$ cat src/include/rssp_pkg.sv
// Shared constants and types of the serial slave port.
// Assumes one 20 MHz clock; bus pins arrive unsynchronised.
package rssp_pkg;

  localparam int          RSSP_ADDR_W     = 4;
  localparam int          RSSP_DATA_W     = 8;
  localparam int          RSSP_DEPTH      = 16;
  // Fixed slave address, bits 7..1 of the address byte
  localparam logic [6:0]  RSSP_SLAVE_ADDR = 7'h51;
  localparam logic [3:0]  RSSP_BYTE_BITS  = 4'h8;
  localparam logic [3:0]  RSSP_CNT_ZERO   = 4'h0;
  localparam logic [3:0]  RSSP_CNT_ONE    = 4'h1;
  localparam logic [3:0]  RSSP_PTR_STEP   = 4'h1;
  localparam logic [3:0]  RSSP_PTR_RST    = 4'h0;
  localparam logic [7:0]  RSSP_BYTE_RST   = 8'h00;
  localparam int          RSSP_RW_BIT     = 0;
  localparam int          RSSP_MSB        = 7;

  // One-hot port states
  typedef enum logic [5:0] {
    RSSP_IDLE = 6'h01,
    RSSP_ADDR = 6'h02,
    RSSP_RX   = 6'h04,
    RSSP_ACK  = 6'h08,
    RSSP_TX   = 6'h10,
    RSSP_MACK = 6'h20
  } rssp_state_t;

  // Request to the register space
  typedef struct packed {
    logic                   we;
    logic [RSSP_ADDR_W-1:0] addr;
    logic [RSSP_DATA_W-1:0] wdata;
  } rssp_mem_req_t;

endpackage : rssp_pkg

$ cat src/verilog/rssp_mem.sv
// Register space reached through the serial port.
// Assumes one clock; contents survive any port reset on purpose.
module rssp_mem (
  input  wire logic                           clock_in,
  input  wire rssp_pkg::rssp_mem_req_t        req_in,
  output logic [rssp_pkg::RSSP_DATA_W-1:0]    rdata_out
);
  import rssp_pkg::*;

  logic [RSSP_DATA_W-1:0] store_reg [RSSP_DEPTH];
  logic [RSSP_DATA_W-1:0] rdata_next;

  // Read data always follows the address
  always_comb begin
    rdata_next = store_reg[req_in.addr];
  end

  // No reset: time-keeping contents are kept
  always_ff @(posedge clock_in) begin
    if (req_in.we) begin
      store_reg[req_in.addr] <= req_in.wdata;
    end
    rdata_out <= rdata_next;
  end

endmodule : rssp_mem

$ cat src/verilog/rssp_port.sv
// Two-wire serial slave port in front of a 16-byte register space.
// Assumes SCL, SDA and the reset pin are asynchronous to clock_in.
//
// How it works
// - First byte after start is the address
// - Slave only; never makes clock or conditions
// - SCL input only; SDA only pulled low
// - Address 1010001 then read/write bit
// - Read sends data right after address ack
// - Register pointer steps after every data byte
// - Ack own address on ninth clock
// - Ack every received byte as receiver
// - Start and stop seen while SCL high
// - Reset pin clears port, not register data
module rssp_port (
  input  wire logic clock_in,
  input  wire logic rst_in,
  input  wire logic reset_n_in,
  input  wire logic scl_in,
  input  wire logic sda_in,
  output logic      sda_out,
  output logic      sda_oe_out,
  output logic      busy_out
);
  import rssp_pkg::*;

  // Pin synchronisers and edge history
  logic scl_meta, scl_sync, scl_prev;
  logic sda_meta, sda_sync, sda_prev;
  logic rstn_meta, rstn_sync;
  logic scl_rise, scl_fall, bus_start, bus_stop, port_reset;

  rssp_state_t         state_reg, state_next;
  logic [3:0]          cnt_reg, cnt_next;
  logic [7:0]          shift_reg, shift_next;
  logic [3:0]          ptr_reg, ptr_next;
  logic                rw_reg, rw_next;
  logic                ptr_set_reg, ptr_set_next;
  logic                oe_reg, oe_next;
  logic                mack_reg, mack_next;
  logic                busy_reg, busy_next;
  rssp_mem_req_t       mem_req;
  logic [7:0]          mem_rdata;

  // Two flops per pin before anything looks at it
  always_ff @(posedge clock_in) begin
    if (rst_in) begin
      scl_meta  <= 1'b1;
      scl_sync  <= 1'b1;
      scl_prev  <= 1'b1;
      sda_meta  <= 1'b1;
      sda_sync  <= 1'b1;
      sda_prev  <= 1'b1;
      rstn_meta <= 1'b1;
      rstn_sync <= 1'b1;
    end else begin
      scl_meta  <= scl_in;
      scl_sync  <= scl_meta;
      scl_prev  <= scl_sync;
      sda_meta  <= sda_in;
      sda_sync  <= sda_meta;
      sda_prev  <= sda_sync;
      rstn_meta <= reset_n_in;
      rstn_sync <= rstn_meta;
    end
  end

  // Bus events; conditions need SCL high both samples
  assign scl_rise   = scl_sync & ~scl_prev;
  assign scl_fall   = ~scl_sync & scl_prev;
  assign bus_start  = scl_sync & scl_prev & sda_prev & ~sda_sync;
  assign bus_stop   = scl_sync & scl_prev & ~sda_prev & sda_sync;
  assign port_reset = ~rstn_sync;

  // Port sequencer: slave only, reacts to master edges
  always_comb begin
    state_next   = state_reg;
    cnt_next     = cnt_reg;
    shift_next   = shift_reg;
    ptr_next     = ptr_reg;
    rw_next      = rw_reg;
    ptr_set_next = ptr_set_reg;
    oe_next      = oe_reg;
    mack_next    = mack_reg;
    mem_req      = '0;
    mem_req.addr = ptr_reg;
    if (port_reset) begin
      state_next   = RSSP_IDLE;
      cnt_next     = RSSP_CNT_ZERO;
      ptr_next     = RSSP_PTR_RST;
      ptr_set_next = 1'b0;
      oe_next      = 1'b0;
      mack_next    = 1'b0;
    end else if (bus_stop) begin
      state_next = RSSP_IDLE;
      oe_next    = 1'b0;
    end else if (bus_start) begin
      state_next   = RSSP_ADDR;
      cnt_next     = RSSP_CNT_ZERO;
      oe_next      = 1'b0;
      ptr_set_next = 1'b0;
    end else begin
      unique case (state_reg)
        RSSP_IDLE: begin
          oe_next = 1'b0;
        end
        RSSP_ADDR, RSSP_RX: begin
          if (scl_rise) begin
            shift_next = {shift_reg[6:0], sda_sync};
            cnt_next   = cnt_reg + RSSP_CNT_ONE;
          end else if (scl_fall && cnt_reg == RSSP_BYTE_BITS) begin
            cnt_next = RSSP_CNT_ZERO;
            if (state_reg == RSSP_ADDR) begin
              // Foreign address: stay off the bus until next start
              if (shift_reg[7:1] == RSSP_SLAVE_ADDR) begin
                oe_next    = 1'b1;
                rw_next    = shift_reg[RSSP_RW_BIT];
                state_next = RSSP_ACK;
              end else begin
                state_next = RSSP_IDLE;
              end
            end else begin
              oe_next    = 1'b1;
              state_next = RSSP_ACK;
              if (!ptr_set_reg) begin
                ptr_next     = shift_reg[RSSP_ADDR_W-1:0];
                ptr_set_next = 1'b1;
              end else begin
                mem_req.we    = 1'b1;
                mem_req.wdata = shift_reg;
                ptr_next      = ptr_reg + RSSP_PTR_STEP;
              end
            end
          end
        end
        RSSP_ACK: begin
          if (scl_fall) begin
            if (rw_reg) begin
              state_next = RSSP_TX;
              shift_next = mem_rdata;
              oe_next    = ~mem_rdata[RSSP_MSB];
              cnt_next   = RSSP_CNT_ONE;
            end else begin
              state_next = RSSP_RX;
              oe_next    = 1'b0;
            end
          end
        end
        RSSP_TX: begin
          if (scl_fall) begin
            if (cnt_reg == RSSP_BYTE_BITS) begin
              oe_next    = 1'b0;
              mack_next  = 1'b0;
              state_next = RSSP_MACK;
            end else begin
              shift_next = {shift_reg[6:0], 1'b0};
              oe_next    = ~shift_reg[RSSP_MSB-1];
              cnt_next   = cnt_reg + RSSP_CNT_ONE;
            end
          end
        end
        RSSP_MACK: begin
          if (scl_rise) begin
            ptr_next = ptr_reg + RSSP_PTR_STEP;
            if (sda_sync) begin
              state_next = RSSP_IDLE;
            end else begin
              mack_next = 1'b1;
            end
          end else if (scl_fall && mack_reg) begin
            // Pointer moved a full SCL phase ago; read data is settled
            state_next = RSSP_TX;
            shift_next = mem_rdata;
            oe_next    = ~mem_rdata[RSSP_MSB];
            cnt_next   = RSSP_CNT_ONE;
            mack_next  = 1'b0;
          end
        end
        default: begin
          state_next = RSSP_IDLE;
          oe_next    = 1'b0;
        end
      endcase
    end
    busy_next = (state_next != RSSP_IDLE);
  end

  // Port state registers
  always_ff @(posedge clock_in) begin
    if (rst_in) begin
      state_reg   <= RSSP_IDLE;
      cnt_reg     <= RSSP_CNT_ZERO;
      shift_reg   <= RSSP_BYTE_RST;
      ptr_reg     <= RSSP_PTR_RST;
      rw_reg      <= 1'b0;
      ptr_set_reg <= 1'b0;
      oe_reg      <= 1'b0;
      mack_reg    <= 1'b0;
      busy_reg    <= 1'b0;
    end else begin
      state_reg   <= state_next;
      cnt_reg     <= cnt_next;
      shift_reg   <= shift_next;
      ptr_reg     <= ptr_next;
      rw_reg      <= rw_next;
      ptr_set_reg <= ptr_set_next;
      oe_reg      <= oe_next;
      mack_reg    <= mack_next;
      busy_reg    <= busy_next;
    end
  end

  // Open drain: level is always low, only the enable moves
  assign sda_out    = 1'b0;
  assign sda_oe_out = oe_reg;
  assign busy_out   = busy_reg;

  rssp_mem u_mem (
    .clock_in  (clock_in),
    .req_in    (mem_req),
    .rdata_out (mem_rdata)
  );
endmodule : rssp_port
$ cat config.mk
export PLATFORM = sky130hd
export DESIGN_NAME = rssp_port
export DESIGN_NICKNAME = d
export VERILOG_FILES = /design/src/include/rssp_pkg.sv /design/src/verilog/rssp_mem.sv /design/src/verilog/rssp_port.sv
export SDC_FILE = /design/constraint.sdc
export NUM_CORES = 1
export LEC_CHECK = 0
export ABC_AREA = 1
export BUFFER_PORTS_ARGS = -buffer_cell sky130_fd_sc_hd__buf_2
export CORE_AREA = 3 3 160 162
export DETAILED_ROUTE_END_ITERATION = 6
export DIE_AREA = 0 0 163 165
export SETUP_SLACK_MARGIN = 0.5
export SKIP_CTS_REPAIR_TIMING = 1
export SLEW_MARGIN = 20
export SYNTH_ARGS = -nofsm -noshare
export SYNTH_HDL_FRONTEND = slang
export SYNTH_SLANG_ARGS = --single-unit
$ cat constraint.sdc
create_clock -name clock_in -period 2.1 [get_ports clock_in]
set_clock_uncertainty 0.1 [all_clocks]
set_input_delay 0.21 -clock clock_in [delete_from_list [all_inputs] [get_ports clock_in]]
set_output_delay 0.21 -clock clock_in [all_outputs]
set_load 0.005 [all_outputs]
**Yosys cells after proc, flatten, opt, wreduce, memory -nomap -nowiden**

Memory sizes are Yosys's and may differ from the RTL's. A register that Yosys moved wholly into a read port is not among the register bits.
Cells that the tools add are included.

- Register bits after elaboration: 35
- Bits in writable memories: 128
- Output and inout bits: 3
- Logic and storage cells: 167
- Memories: 1

- $add $sub $neg: 2
- Equality and inequality tests: 33
- Mux-type cells: 79
- Bitwise operators: 17
- Reductions and logical operators: 18

Memories:

| name | words | bits a word | read ports | clocked after Yosys merged registers in | write ports | RTL line | text |
|---|---|---|---|---|---|---|---|
| u_mem.store_reg | 16 | 8 | 1 | 1 | 1 | rssp_mem.sv:10 | `logic [RSSP_DATA_W-1:0] store_reg [RSSP_DEPTH];` |

Operators with widths:

| operator | count |
|---|---|
| 8-bit 2-to-1 mux | 15 |
| 6-bit 2-to-1 mux | 12 |
| 4-bit 2-to-1 mux | 15 |
| 8-bit case mux with 4 select lines | 1 |
| 1-bit 2-to-1 mux | 30 |
| 6-bit case mux with 5 select lines | 1 |
| 3-bit inequality test (second input constant) | 9 |
| 2-bit inequality test (second input constant) | 13 |
| 7-bit AND reduction | 3 |
| 4-bit case mux with 4 select lines | 1 |
| 11-bit AND reduction | 1 |
| 1-bit inverter | 10 |
| 9-bit AND reduction | 1 |
| 4-bit by 1-bit adder with 4-bit output (second input constant) | 2 |
| 4-bit case mux with 2 select lines | 1 |
| 8-bit AND reduction | 1 |
| 2-bit nonzero test | 4 |
| 1-bit bitwise AND | 7 |
| 7-bit == test (second input constant) | 1 |
| 6-bit by 1-bit == test with 1-bit output (second input constant) | 1 |
| 6-bit by 2-bit == test with 1-bit output (second input constant) | 1 |
| 6-bit by 3-bit == test with 1-bit output (second input constant) | 1 |
| 6-bit by 4-bit == test with 1-bit output (second input constant) | 1 |
| 6-bit by 5-bit == test with 1-bit output (second input constant) | 1 |
| other kinds (14) | 16 |

**Depth between registers and ports, before layout**

Gate-level depths: netlist (run 1).

- Depth after elaboration: 11
- Gate-level depth with buffers: 13

**By module**

From an unflattened synthesis (run 1), not the netlist that was laid out.

- Cell total of the unflattened synthesis: 859
- Area, all modules: 7686.1 µm²

By module, submodules not included:

| module | times used | cells an instance | area each (µm²) | seq. area each (µm²) |
|---|---|---|---|---|
| rssp_mem | 1 | 548 | 5592.9 | 4003.8 |
| rssp_port | 1 | 311 | 2093.3 | 700.7 |

**Worst setup path after synthesis (run 1)**

OpenSTA, ideal clock, no wires.

- Path kind: register to register
- Start point: reg cnt_reg[0]
- End point: mem u_mem.store_reg[12][0] (enable)
- Library setup time: 0.370 ns
- Arrival: 1.824 ns
- Slack: -0.195 ns
- Cell stages (with the launch flop): 9
- Path buffers: 0
- Period minus slack after synthesis: 2.295 ns
- Cells stage by stage: dfxtp_1 -> inv_1 -> ha_1 -> nand2_1 -> nor2_1 -> nand2_1 -> nor4_4 -> nand2_1 -> nor2_1

- Cells in the longest elaborated chain, start to end: 10

RTL lines:

| element | RTL line | text |
|---|---|---|
| start, declared | rssp_port.sv:34 | `logic [3:0] cnt_reg, cnt_next;` |
| start signal, assigned | rssp_port.sv:202 | `cnt_reg <= cnt_next;` |
| 4-bit == test | rssp_port.sv:111 | `end else if (scl_fall && cnt_reg == RSSP_BYTE_BITS) begin` |
| 1-bit logical AND | rssp_port.sv:111 |  |
| 1-bit 2-to-1 mux | rssp_port.sv:111 |  |
| 1-bit 2-to-1 mux | rssp_port.sv:108 | `if (scl_rise) begin` |
| 1-bit 2-to-1 mux | rssp_port.sv:103 | `unique case (state_reg)` |
| 1-bit 2-to-1 mux | rssp_port.sv:97 | `end else if (bus_start) begin` |
| 1-bit 2-to-1 mux | rssp_port.sv:94 | `end else if (bus_stop) begin` |
| 1-bit 2-to-1 mux | rssp_port.sv:87 | `if (port_reset) begin` |
| 1-bit 2-to-1 mux | rssp_mem.sv:20 | `if (req_in.we) begin` |
| 1-bit 2-to-1 mux (implied by the code) | rssp_mem.sv:21 | `store_reg[req_in.addr] <= req_in.wdata;` |
| end, declared | rssp_mem.sv:10 |  |

No other way between the ends.

**Worst setup path after layout (run 1)**

- Start point: reg sda_sync
- End point: mem u_mem.store_reg[10][4] (enable)

- Cells in the longest elaborated chain, start to end: 7

RTL lines:

| element | RTL line | text |
|---|---|---|
| start, declared | rssp_port.sv:29 | `logic sda_meta, sda_sync, sda_prev;` |
| start signal, assigned | rssp_port.sv:61 | `sda_sync <= sda_meta;` |
| 1-bit inverter | rssp_port.sv:71 | `assign bus_start = scl_sync & scl_prev & sda_prev & ~sda_sync;` |
| 1-bit bitwise AND | rssp_port.sv:71 |  |
| 1-bit 2-to-1 mux | rssp_port.sv:97 |  |
| 1-bit 2-to-1 mux (*) | rssp_port.sv:94 |  |
| 1-bit 2-to-1 mux (*) | rssp_port.sv:87 |  |
| 1-bit 2-to-1 mux (*) | rssp_mem.sv:20 |  |
| 1-bit 2-to-1 mux (implied by the code) (*) | rssp_mem.sv:21 |  |

Every way passes the cells marked *; elsewhere a longest branch is shown, timed or not.

==> run summary, run 1 <==
dpl hpwl -> 12300 µm
post-synth net total -> 721
RR Startpoint -> sda_sync
share of layout cells above drive strength 1 -> 30.9%
die extent in y -> 165 µm
sequential share of the synthesized area -> 64.7%
hold_sp -> rst_in
CTS Buf Count -> 17
Peak supply drop -> 0.445 mV
multi-input logic area -> 2870 µm²
DP Worst Slack -> -0.0572 ns
Hold Path Depth -> 2
CP Max Fanout -> 8
slowest stage delay, CP -> 0.33 ns
worst-case hold path end point -> state_reg[2]
flops & latches, synth -> 171
# diodes -> 0
Worst Path Arrival -> 2.02 ns
FP Rows -> 57
Comb pwr share -> 2.0%
CTS tree -> done
Power Internal -> 5.34 mW
die area -> 26900 µm²
GRT Overall Usage -> 13.6%
synth warn -> 0
Register Area -> 4720 µm²
CTS root buffer -> clkbuf_16
Leak -> 3.09 nW
post-DR wirelength/cell -> 17.1 µm
pwr dens -> 710 nW/µm²
Synth cell types -> 39
Final Power -> 6.88 mW
area grow syn2layout -> 33.3%
antenna violations before repair -> 0
final setup vio count -> 0
worst path required time -> 2.11 ns
Reg clk slew, reported paths -> 0.07 ns
Net Sw Power -> 1.54 mW
core area -> 24200 µm²
r2r endpoint -> u_mem.store_reg[10][4]
Final nets -> 795
grt ovf -> 0
Bufs on Longest Clock Path -> 2
Layout Utilization -> 40.0%
DRT Wirelength -> 19100 µm
CP Cell Sequence -> inv_4 > nor2_1 > nand2_2 > nand3_4 > nor4_4 > buf_6 > buf_12 > nand2_8 > nor2_4
final antenna-violating net count -> 0
first-pass GRT wire length -> 27900 µm
Period Utilization, post-route -> 95.6%
Mapped Cells -> 710
R2R depth -> 9
die width -> 163 µm
WS Path Type -> reg2reg
clock sink count -> 171
Slew Viols, Final -> 0
FILL cells -> 2288
register share of total power -> 52.3%
max reg flops -> 128
fmax -> 0.498 GHz
Via density -> 4.93
IO Port Bufs -> 6
MaxCap Viol Count -> 0
Max H-tree Level -> 4
GP Congestion -> 0.930
outcome -> finished clean
first drt pass iteration count -> 5
Buf/Inv on CP -> 3
Avg Cell Area, Syn -> 10.2 µm²
drt drc -> 0
Switching Share -> 22.4%
Clk pwr share -> 45.7%
number of global-route vias before repair -> 5105
crit-path leading delay family -> simple AND/OR/NAND/NOR gates
Initial Utilization -> 30.0%
fin crit period -> 2.01 ns
vias post-DR -> 5523
worst setup margin -> 0.0928 ns
Setup crit start kind -> register
area of the mapped netlist -> 7270 µm²
CP max stage cell -> dfxtp_2
WHS -> 0.000536 ns
flop2flop setup slack -> 0.09 ns
Detailed Route Iter0 Violations -> 563
Fin Setup TNS -> 0 ns
IO Pins -> 8
clock latency on the worst-skew pair -> 0.44 ns
Fin. Hold Viols -> 0
RSZ-0062 raised after global routing -> yes
worst hold path type -> in2reg
CP Capture Type -> register
pin count of the biggest net entering global routing -> 50
## cell type report
class | instances | area share (%)
Inverter | 48 | 2.23
Sequential cell | 171 | 48.7
Timing Repair Buffer | 80 | 8.97
Tap cell | 324 | 4.18
Clock inverter | 15 | 1.87
Multi-Input combinational cell | 466 | 29.6
Clock buffer | 17 | 4.39
## stage by stage
step | instances | instance area (µm²)
floorplan | 710 | 7500
global placement | 1061 | 8300
detailed placement | 1061 | 8300
CTS | 1093 | 8900
global route | 1121 | 9690
finish | 1121 | 9690
## worst max-delay path by stage
stage,from,end,slack (ns),cells after the start
floorplan,cnt_reg[0],u_mem.store_reg[0][2],-0.01,8
global placement,cnt_reg[1],u_mem.store_reg[12][6],-0.02,9
detailed placement,cnt_reg[0],u_mem.store_reg[12][7],-0.06,9
CTS,cnt_reg[0],u_mem.store_reg[12][7],-0.07,9
global route,scl_sync,u_mem.store_reg[10][4],-0.01,9
finish,sda_sync,u_mem.store_reg[10][4],0.09,9
## power by group through the flow
stage / clock network, mW / logic (mW) / registers [mW]
4_1_cts: 3.20 / 0.0976 / 3.60
3_3_place_gp: 0 / 0.0975 / 3.67
3_5_place_dp: 0 / 0.0971 / 3.67
2_1_floorplan: 0 / 0.0624 / 3.67
6_report: 3.15 / 0.137 / 3.60
5_1_grt: 3.37 / 0.150 / 3.60
## Yosys cell counts
master    count  share of area (%)
nor2_2        2               0.17
buf_6         1               0.15
nand2_4       3               0.46
a211oi_1      1               0.10
buf_4         2               0.21
o21a_1        1               0.10
inv_4         1              0.086
o22ai_1      33                2.8
nand2_2       1              0.086
o21bai_1      1               0.10
nand4_1      15                1.3
clkbuf_1     23                1.2
xor2_1        2               0.24
nand3_2       2               0.28
nand3_4       2               0.48
nor2_4        5               0.77
nor4_4        1               0.29
nand3b_1      1               0.10
o21ai_1       3               0.21
nand2_1     100                5.2
or2_2         6               0.52
nand3_1      19                1.3
inv_1        43                2.2
edfxtp_1    128                 53
nor2_1      147                7.6
inv_2         3               0.15
a31oi_1       2               0.17
ha_1          6                1.0
conb_1        1              0.052
xnor2_1       1               0.12
nor4_1        1              0.086
a21oi_1       9               0.62
dfxtp_1      43                 12
o21ai_0      91                6.3
clkinv_4      1               0.12
and2_1        1              0.086
o221ai_1      1               0.12
nor3_1        6               0.41
a22oi_1       1               0.10
## worst register-to-register path, cell delays in order, from the launching register on
cell,delay (ns)
dfxtp_2,0.33
inv_4,0.08
nor2_1,0.05
nand2_2,0.09
nand3_4,0.09
nor4_4,0.30
buf_6,0.17
buf_12,0.13
nand2_8,0.09
nor2_4,0.27
## layer usage
metal | GRT usage [%] | routed length (µm) | vias up
li1 | - | - | 2620
met1 | 17.9 | 8180 | 2660
met3 | 3.56 | 1190 | 53
met2 | 21.8 | 9220 | 190
met5 | 0 | 0 | -
met4 | 4.77 | 539 | 0
## placed cells by master, fill, tap and decap left out, types with 3 or more instances in the layout
cell           netlist  final
a21oi_1              9      7
buf_12               0     13
buf_2                0      6
buf_4                2     35
buf_6                1     17
buf_8                0      4
clkbuf_16            0     18
clkinv_8             0      4
dfxtp_1             43     32
dfxtp_2              0      9
dlygate4sd3_1        0      4
edfxtp_1           128    128
ha_1                 6      5
inv_1               43     33
inv_2                3      9
inv_4                1      3
inv_6                0      3
inv_8                0      4
nand2_1            100     78
nand2_2              1     13
nand2_4              3      8
nand2_8              0      6
nand3_1             19     11
nand3_2              2      5
nand3_4              2      7
nand4_1             15     15
nor2_1             147    106
nor2_2               2     12
nor2_4               5     36
nor3_1               6      4
o21ai_0             91     69
o21ai_1              3     16
o21ai_2              0      9
o22ai_1             33     30
o22ai_2              0      3
or2_2                6      6
## kinds of logic after synthesis
family / after synthesis / share of synthesized area (%)
other cells: 1 / 0.0516
xor+xnor: 3 / 0.361
fa+ha+maj: 6 / 1.03
compound gates: 143 / 10.6
simple gates: 312 / 19.1
flops: 171 / 64.7
buf+inv: 74 / 4.13
Note: power is estimated with default switching activity, not from simulation.
==> run 2: changes to the inputs <==
--- a/config.mk
+++ b/config.mk
@@ -7,3 +7,2 @@
 export LEC_CHECK = 0
-export ABC_AREA = 1
 export BUFFER_PORTS_ARGS = -buffer_cell sky130_fd_sc_hd__buf_2
--- a/constraint.sdc
+++ b/constraint.sdc
@@ -4,2 +4,2 @@
 set_output_delay 0.21 -clock clock_in [all_outputs]
-set_load 0.005 [all_outputs]
+set_load 0.05 [all_outputs]
==> run 2 against run 1 <==
Effect of this change:
- the run now ends with negative setup slack left
- largest cell class unchanged
- critical path type unchanged
- sequential power about the same
- final cell count fell by 20%
- critical path depth shrank 4
- wire length decreased by 3.5%
- register-to-register slack got worse by 0.37 ns
- non-clock buffer count rose by 10
- utilization is 1.2 points lower
- global-route usage fell by 0.30 points
- first-iteration DRC count shrank 27%
==> run summary, run 2 <==
outcome -> finished with violations (was finished clean)
failing checks -> negative setup slack
Worst Path Arrival -> 2.40 ns (was 2.02 ns)
worst path required time -> 2.12 ns (was 2.11 ns)
antenna violations before repair -> 0 (unchanged)
FILL cells -> 2217 (was 2288)
# diodes -> 0 (unchanged)
Switching Share -> 21.4% (was 22.4%)
die extent in y -> 165 µm (unchanged)
Synth top cells by count -> edfxtp_1 (128), dfxtp_1 (43), mux4_2 (40) (was nor2_1 (147), edfxtp_1 (128), nand2_1 (100))
dpl hpwl -> 11900 µm (was 12300 µm)
Mapped Cells -> 476 (was 710)
Reg clk slew, reported paths -> 0.07 ns (about the same)
flops & latches, synth -> 171 (unchanged)
Layout Utilization -> 38.8% (was 40.0%)
FP Rows -> 57 (unchanged)
IO Port Bufs -> 6 (unchanged)
Comb pwr share -> 1.9% (was 2.0%)
Via density -> 5.19 (was 4.93)
first drt pass iteration count -> 4 (was 5)
number of global-route vias before repair -> 4412 (was 5105)
max reg flops -> 128 (unchanged)
final antenna-violating net count -> 0 (unchanged)
CP Capture Type -> register (unchanged)
grt ovf -> 0 (unchanged)
Peak supply drop -> 0.524 mV (was 0.445 mV)
WS Path Type -> reg2reg (unchanged)
first-pass GRT wire length -> 27100 µm (was 27900 µm)
post-synth net total -> 487 (was 721)
fmax -> 0.421 GHz (was 0.498 GHz)
CTS Buf Count -> 17 (unchanged)
IO Pins -> 8 (unchanged)
largest area contributor in the netlist -> edfxtp_1 (unchanged)
Final nets -> 570 (was 795)
Period Utilization, post-route -> 113% (was 95.6%)
pin count of the biggest net entering global routing -> 38 (was 50)
Final Power -> 6.59 mW (was 6.88 mW)
CTS root buffer -> clkbuf_16 (unchanged)
post-DR wirelength/cell -> 20.6 µm (was 17.1 µm)
Detailed Route Iter0 Violations -> 412 (was 563)
RSZ-0062 raised after global routing -> yes (unchanged)
GP Congestion -> 0.920 (was 0.930)
most common cell after layout, fill and taps aside -> edfxtp_1 (unchanged)
vias post-DR -> 4646 (was 5523)
Synth Flop Type -> edfxtp_1 (unchanged)
top area cells in the synthesized netlist -> edfxtp_1 (53%), mux4_2 (12%), dfxtp_1 (12%) (was edfxtp_1 (53%), dfxtp_1 (12%), nor2_1 (7.6%))
area grow syn2layout -> 29.4% (was 33.3%)
pwr dens -> 701 nW/µm² (was 710 nW/µm²)
core area -> 24200 µm² (unchanged)
Max H-tree Level -> 4 (unchanged)
ys async rst share -> 0% (unchanged)
worst setup margin -> -0.274 ns (was 0.0928 ns)
Slew Viols, Final -> 0 (unchanged)
drt drc -> 0 (unchanged)
top-count cell post-synth -> edfxtp_1 (was nor2_1)
register share of total power -> 54.5% (was 52.3%)
GRT Overall Usage -> 13.3% (was 13.6%)
CP Max Fanout -> 8 (unchanged)
Register Area -> 4710 µm² (was 4720 µm²)
Clk pwr share -> 43.5% (was 45.7%)
Bufs on Longest Clock Path -> 2 (unchanged)
clock latency on the worst-skew pair -> 0.42 ns (was 0.44 ns)
die width -> 163 µm (unchanged)
MaxCap Viol Count -> 0 (unchanged)
multi-input logic area -> 2840 µm² (was 2870 µm²)
DP Worst Slack -> -0.361 ns (was -0.0572 ns)
Synth cell types -> 58 (was 39)
area of the mapped netlist -> 7260 µm² (was 7270 µm²)
Post-synth EDFFs -> 128 (unchanged)
Leak -> 2.79 nW (was 3.09 nW)
sequential share of the synthesized area -> 64.8% (was 64.7%)
synth warn -> 0 (unchanged)
Avg Cell Area, Syn -> 15.3 µm² (was 10.2 µm²)
Fin. Hold Viols -> 0 (unchanged)
DRT Wirelength -> 18500 µm (was 19100 µm)
Initial Utilization -> 30.0% (about the same)
share of layout cells above drive strength 1 -> 43.5% (was 30.9%)
top-area cell type share of the netlist area -> 52.9% (about the same)
CTS tree -> done (unchanged)
die area -> 26900 µm² (unchanged)
Net Sw Power -> 1.41 mW (was 1.54 mW)
Power Internal -> 5.18 mW (was 5.34 mW)
fin crit period -> 2.37 ns (was 2.01 ns)
final setup vio count -> 261 (was 0)
Setup crit start kind -> register (unchanged)
worst hold path type -> in2reg (unchanged)
clock sink count -> 171 (unchanged)
most frequent cells in the layout -> edfxtp_1 (128), buf_4 (61), mux4_2 (40), dfxtp_1 (38), and3_4 (20) (was edfxtp_1 (128), nor2_1 (106), nand2_1 (78), o21ai_0 (69), nor2_4 (36))
-- run 2: changes by cell type in the layout (fill, tap and decap cells not counted), moves of 25 or more --
| cell | previous run | this run |
|---|---|---|
| buf_4 | 35 | 61 |
| nand2_1 | 78 | 16 |
| mux4_2 | 0 | 40 |
| nor2_1 | 106 | 17 |
| o22ai_1 | 30 | 1 |
| o21ai_0 | 69 | 5 |
| nor2_4 | 36 | 0 |
| inv_1 | 33 | 8 |
-- run 2: power by group through the flow --
stage / Clock, mW / Sequential [mW] / Combinational (mW)
detailed placement: 0 / 3.67 / 0.102
CTS: 2.92 / 3.59 / 0.103
global placement: 0 / 3.67 / 0.101
global route: 3.07 / 3.59 / 0.137
finish: 2.87 / 3.59 / 0.127
floorplan: 0 / 3.67 / 0.0635
-- run 2: cell families (layout without fill, tap and decap cells) --
family / count (synthesis) / after routing / share of synthesized area, %
DFF: 171 / 171 / 64.8
and+or+nand+nor: 134 / 137 / 10.7
other: 1 / 1 / 0.0516
xor gates and xnor gates: 5 / 5 / 0.603
muxes: 51 / 51 / 13.9
adders and majority gates: 6 / 6 / 1.03
buffers and inverters: 38 / 131 / 2.26
AOI/OAI and AO/OA: 70 / 70 / 6.67
-- run 2: worst paths after layout --
path	from	to	slack [ns]	depth (start not counted)
worst min register to register	scl_meta	scl_sync	0.32	1
worst max-delay path	state_reg[4]	u_mem.store_reg[6][4]	-0.27	5
worst min-delay path	rst_in	ptr_set_reg	0.09	4
worst max register to register	state_reg[4]	u_mem.store_reg[6][4]	-0.27	5
-- run 2: through the flow --
step	cells	TNS [ns]	hold WS [ns]	cell area, µm²
after detailed placement	849	-66.60	0.300	8370
final	896	-53.84	0.0927	9400
after floorplan	476	-30.01	0.214	7520
after CTS	881	-68.35	-0.133	8900
after global placement	849	-58.60	0.298	8370
after global routing	896	-65.09	0.108	9400
-- run 2: critical path, stage by stage, from the launching register on --
cell and delay [ns]:
dfxtp_2 0.32, or3_4 0.37, or3_4 0.39, nor3_4 0.28, and3_4 0.34, and3_4 0.27
-- run 2: layout make-up --
| class | instances | area share, % |
|---|---|---|
| flip-flops and latches | 171 | 50.2 |
| multi-input cells | 270 | 30.2 |
| repair buffers | 90 | 9.23 |
| clock buffers | 19 | 4.61 |
| well taps | 324 | 4.31 |
| clock inverters | 13 | 1.12 |
| inverters | 9 | 0.359 |
-- run 2: metal layers --
layer  wire [µm]  GRT usage [%]  share of wire, %
met5           0              0                 0
met4         268           2.50               1.5
met3        1460           3.49               7.9
met2        8590           20.6                47
met1        8130           19.0                44
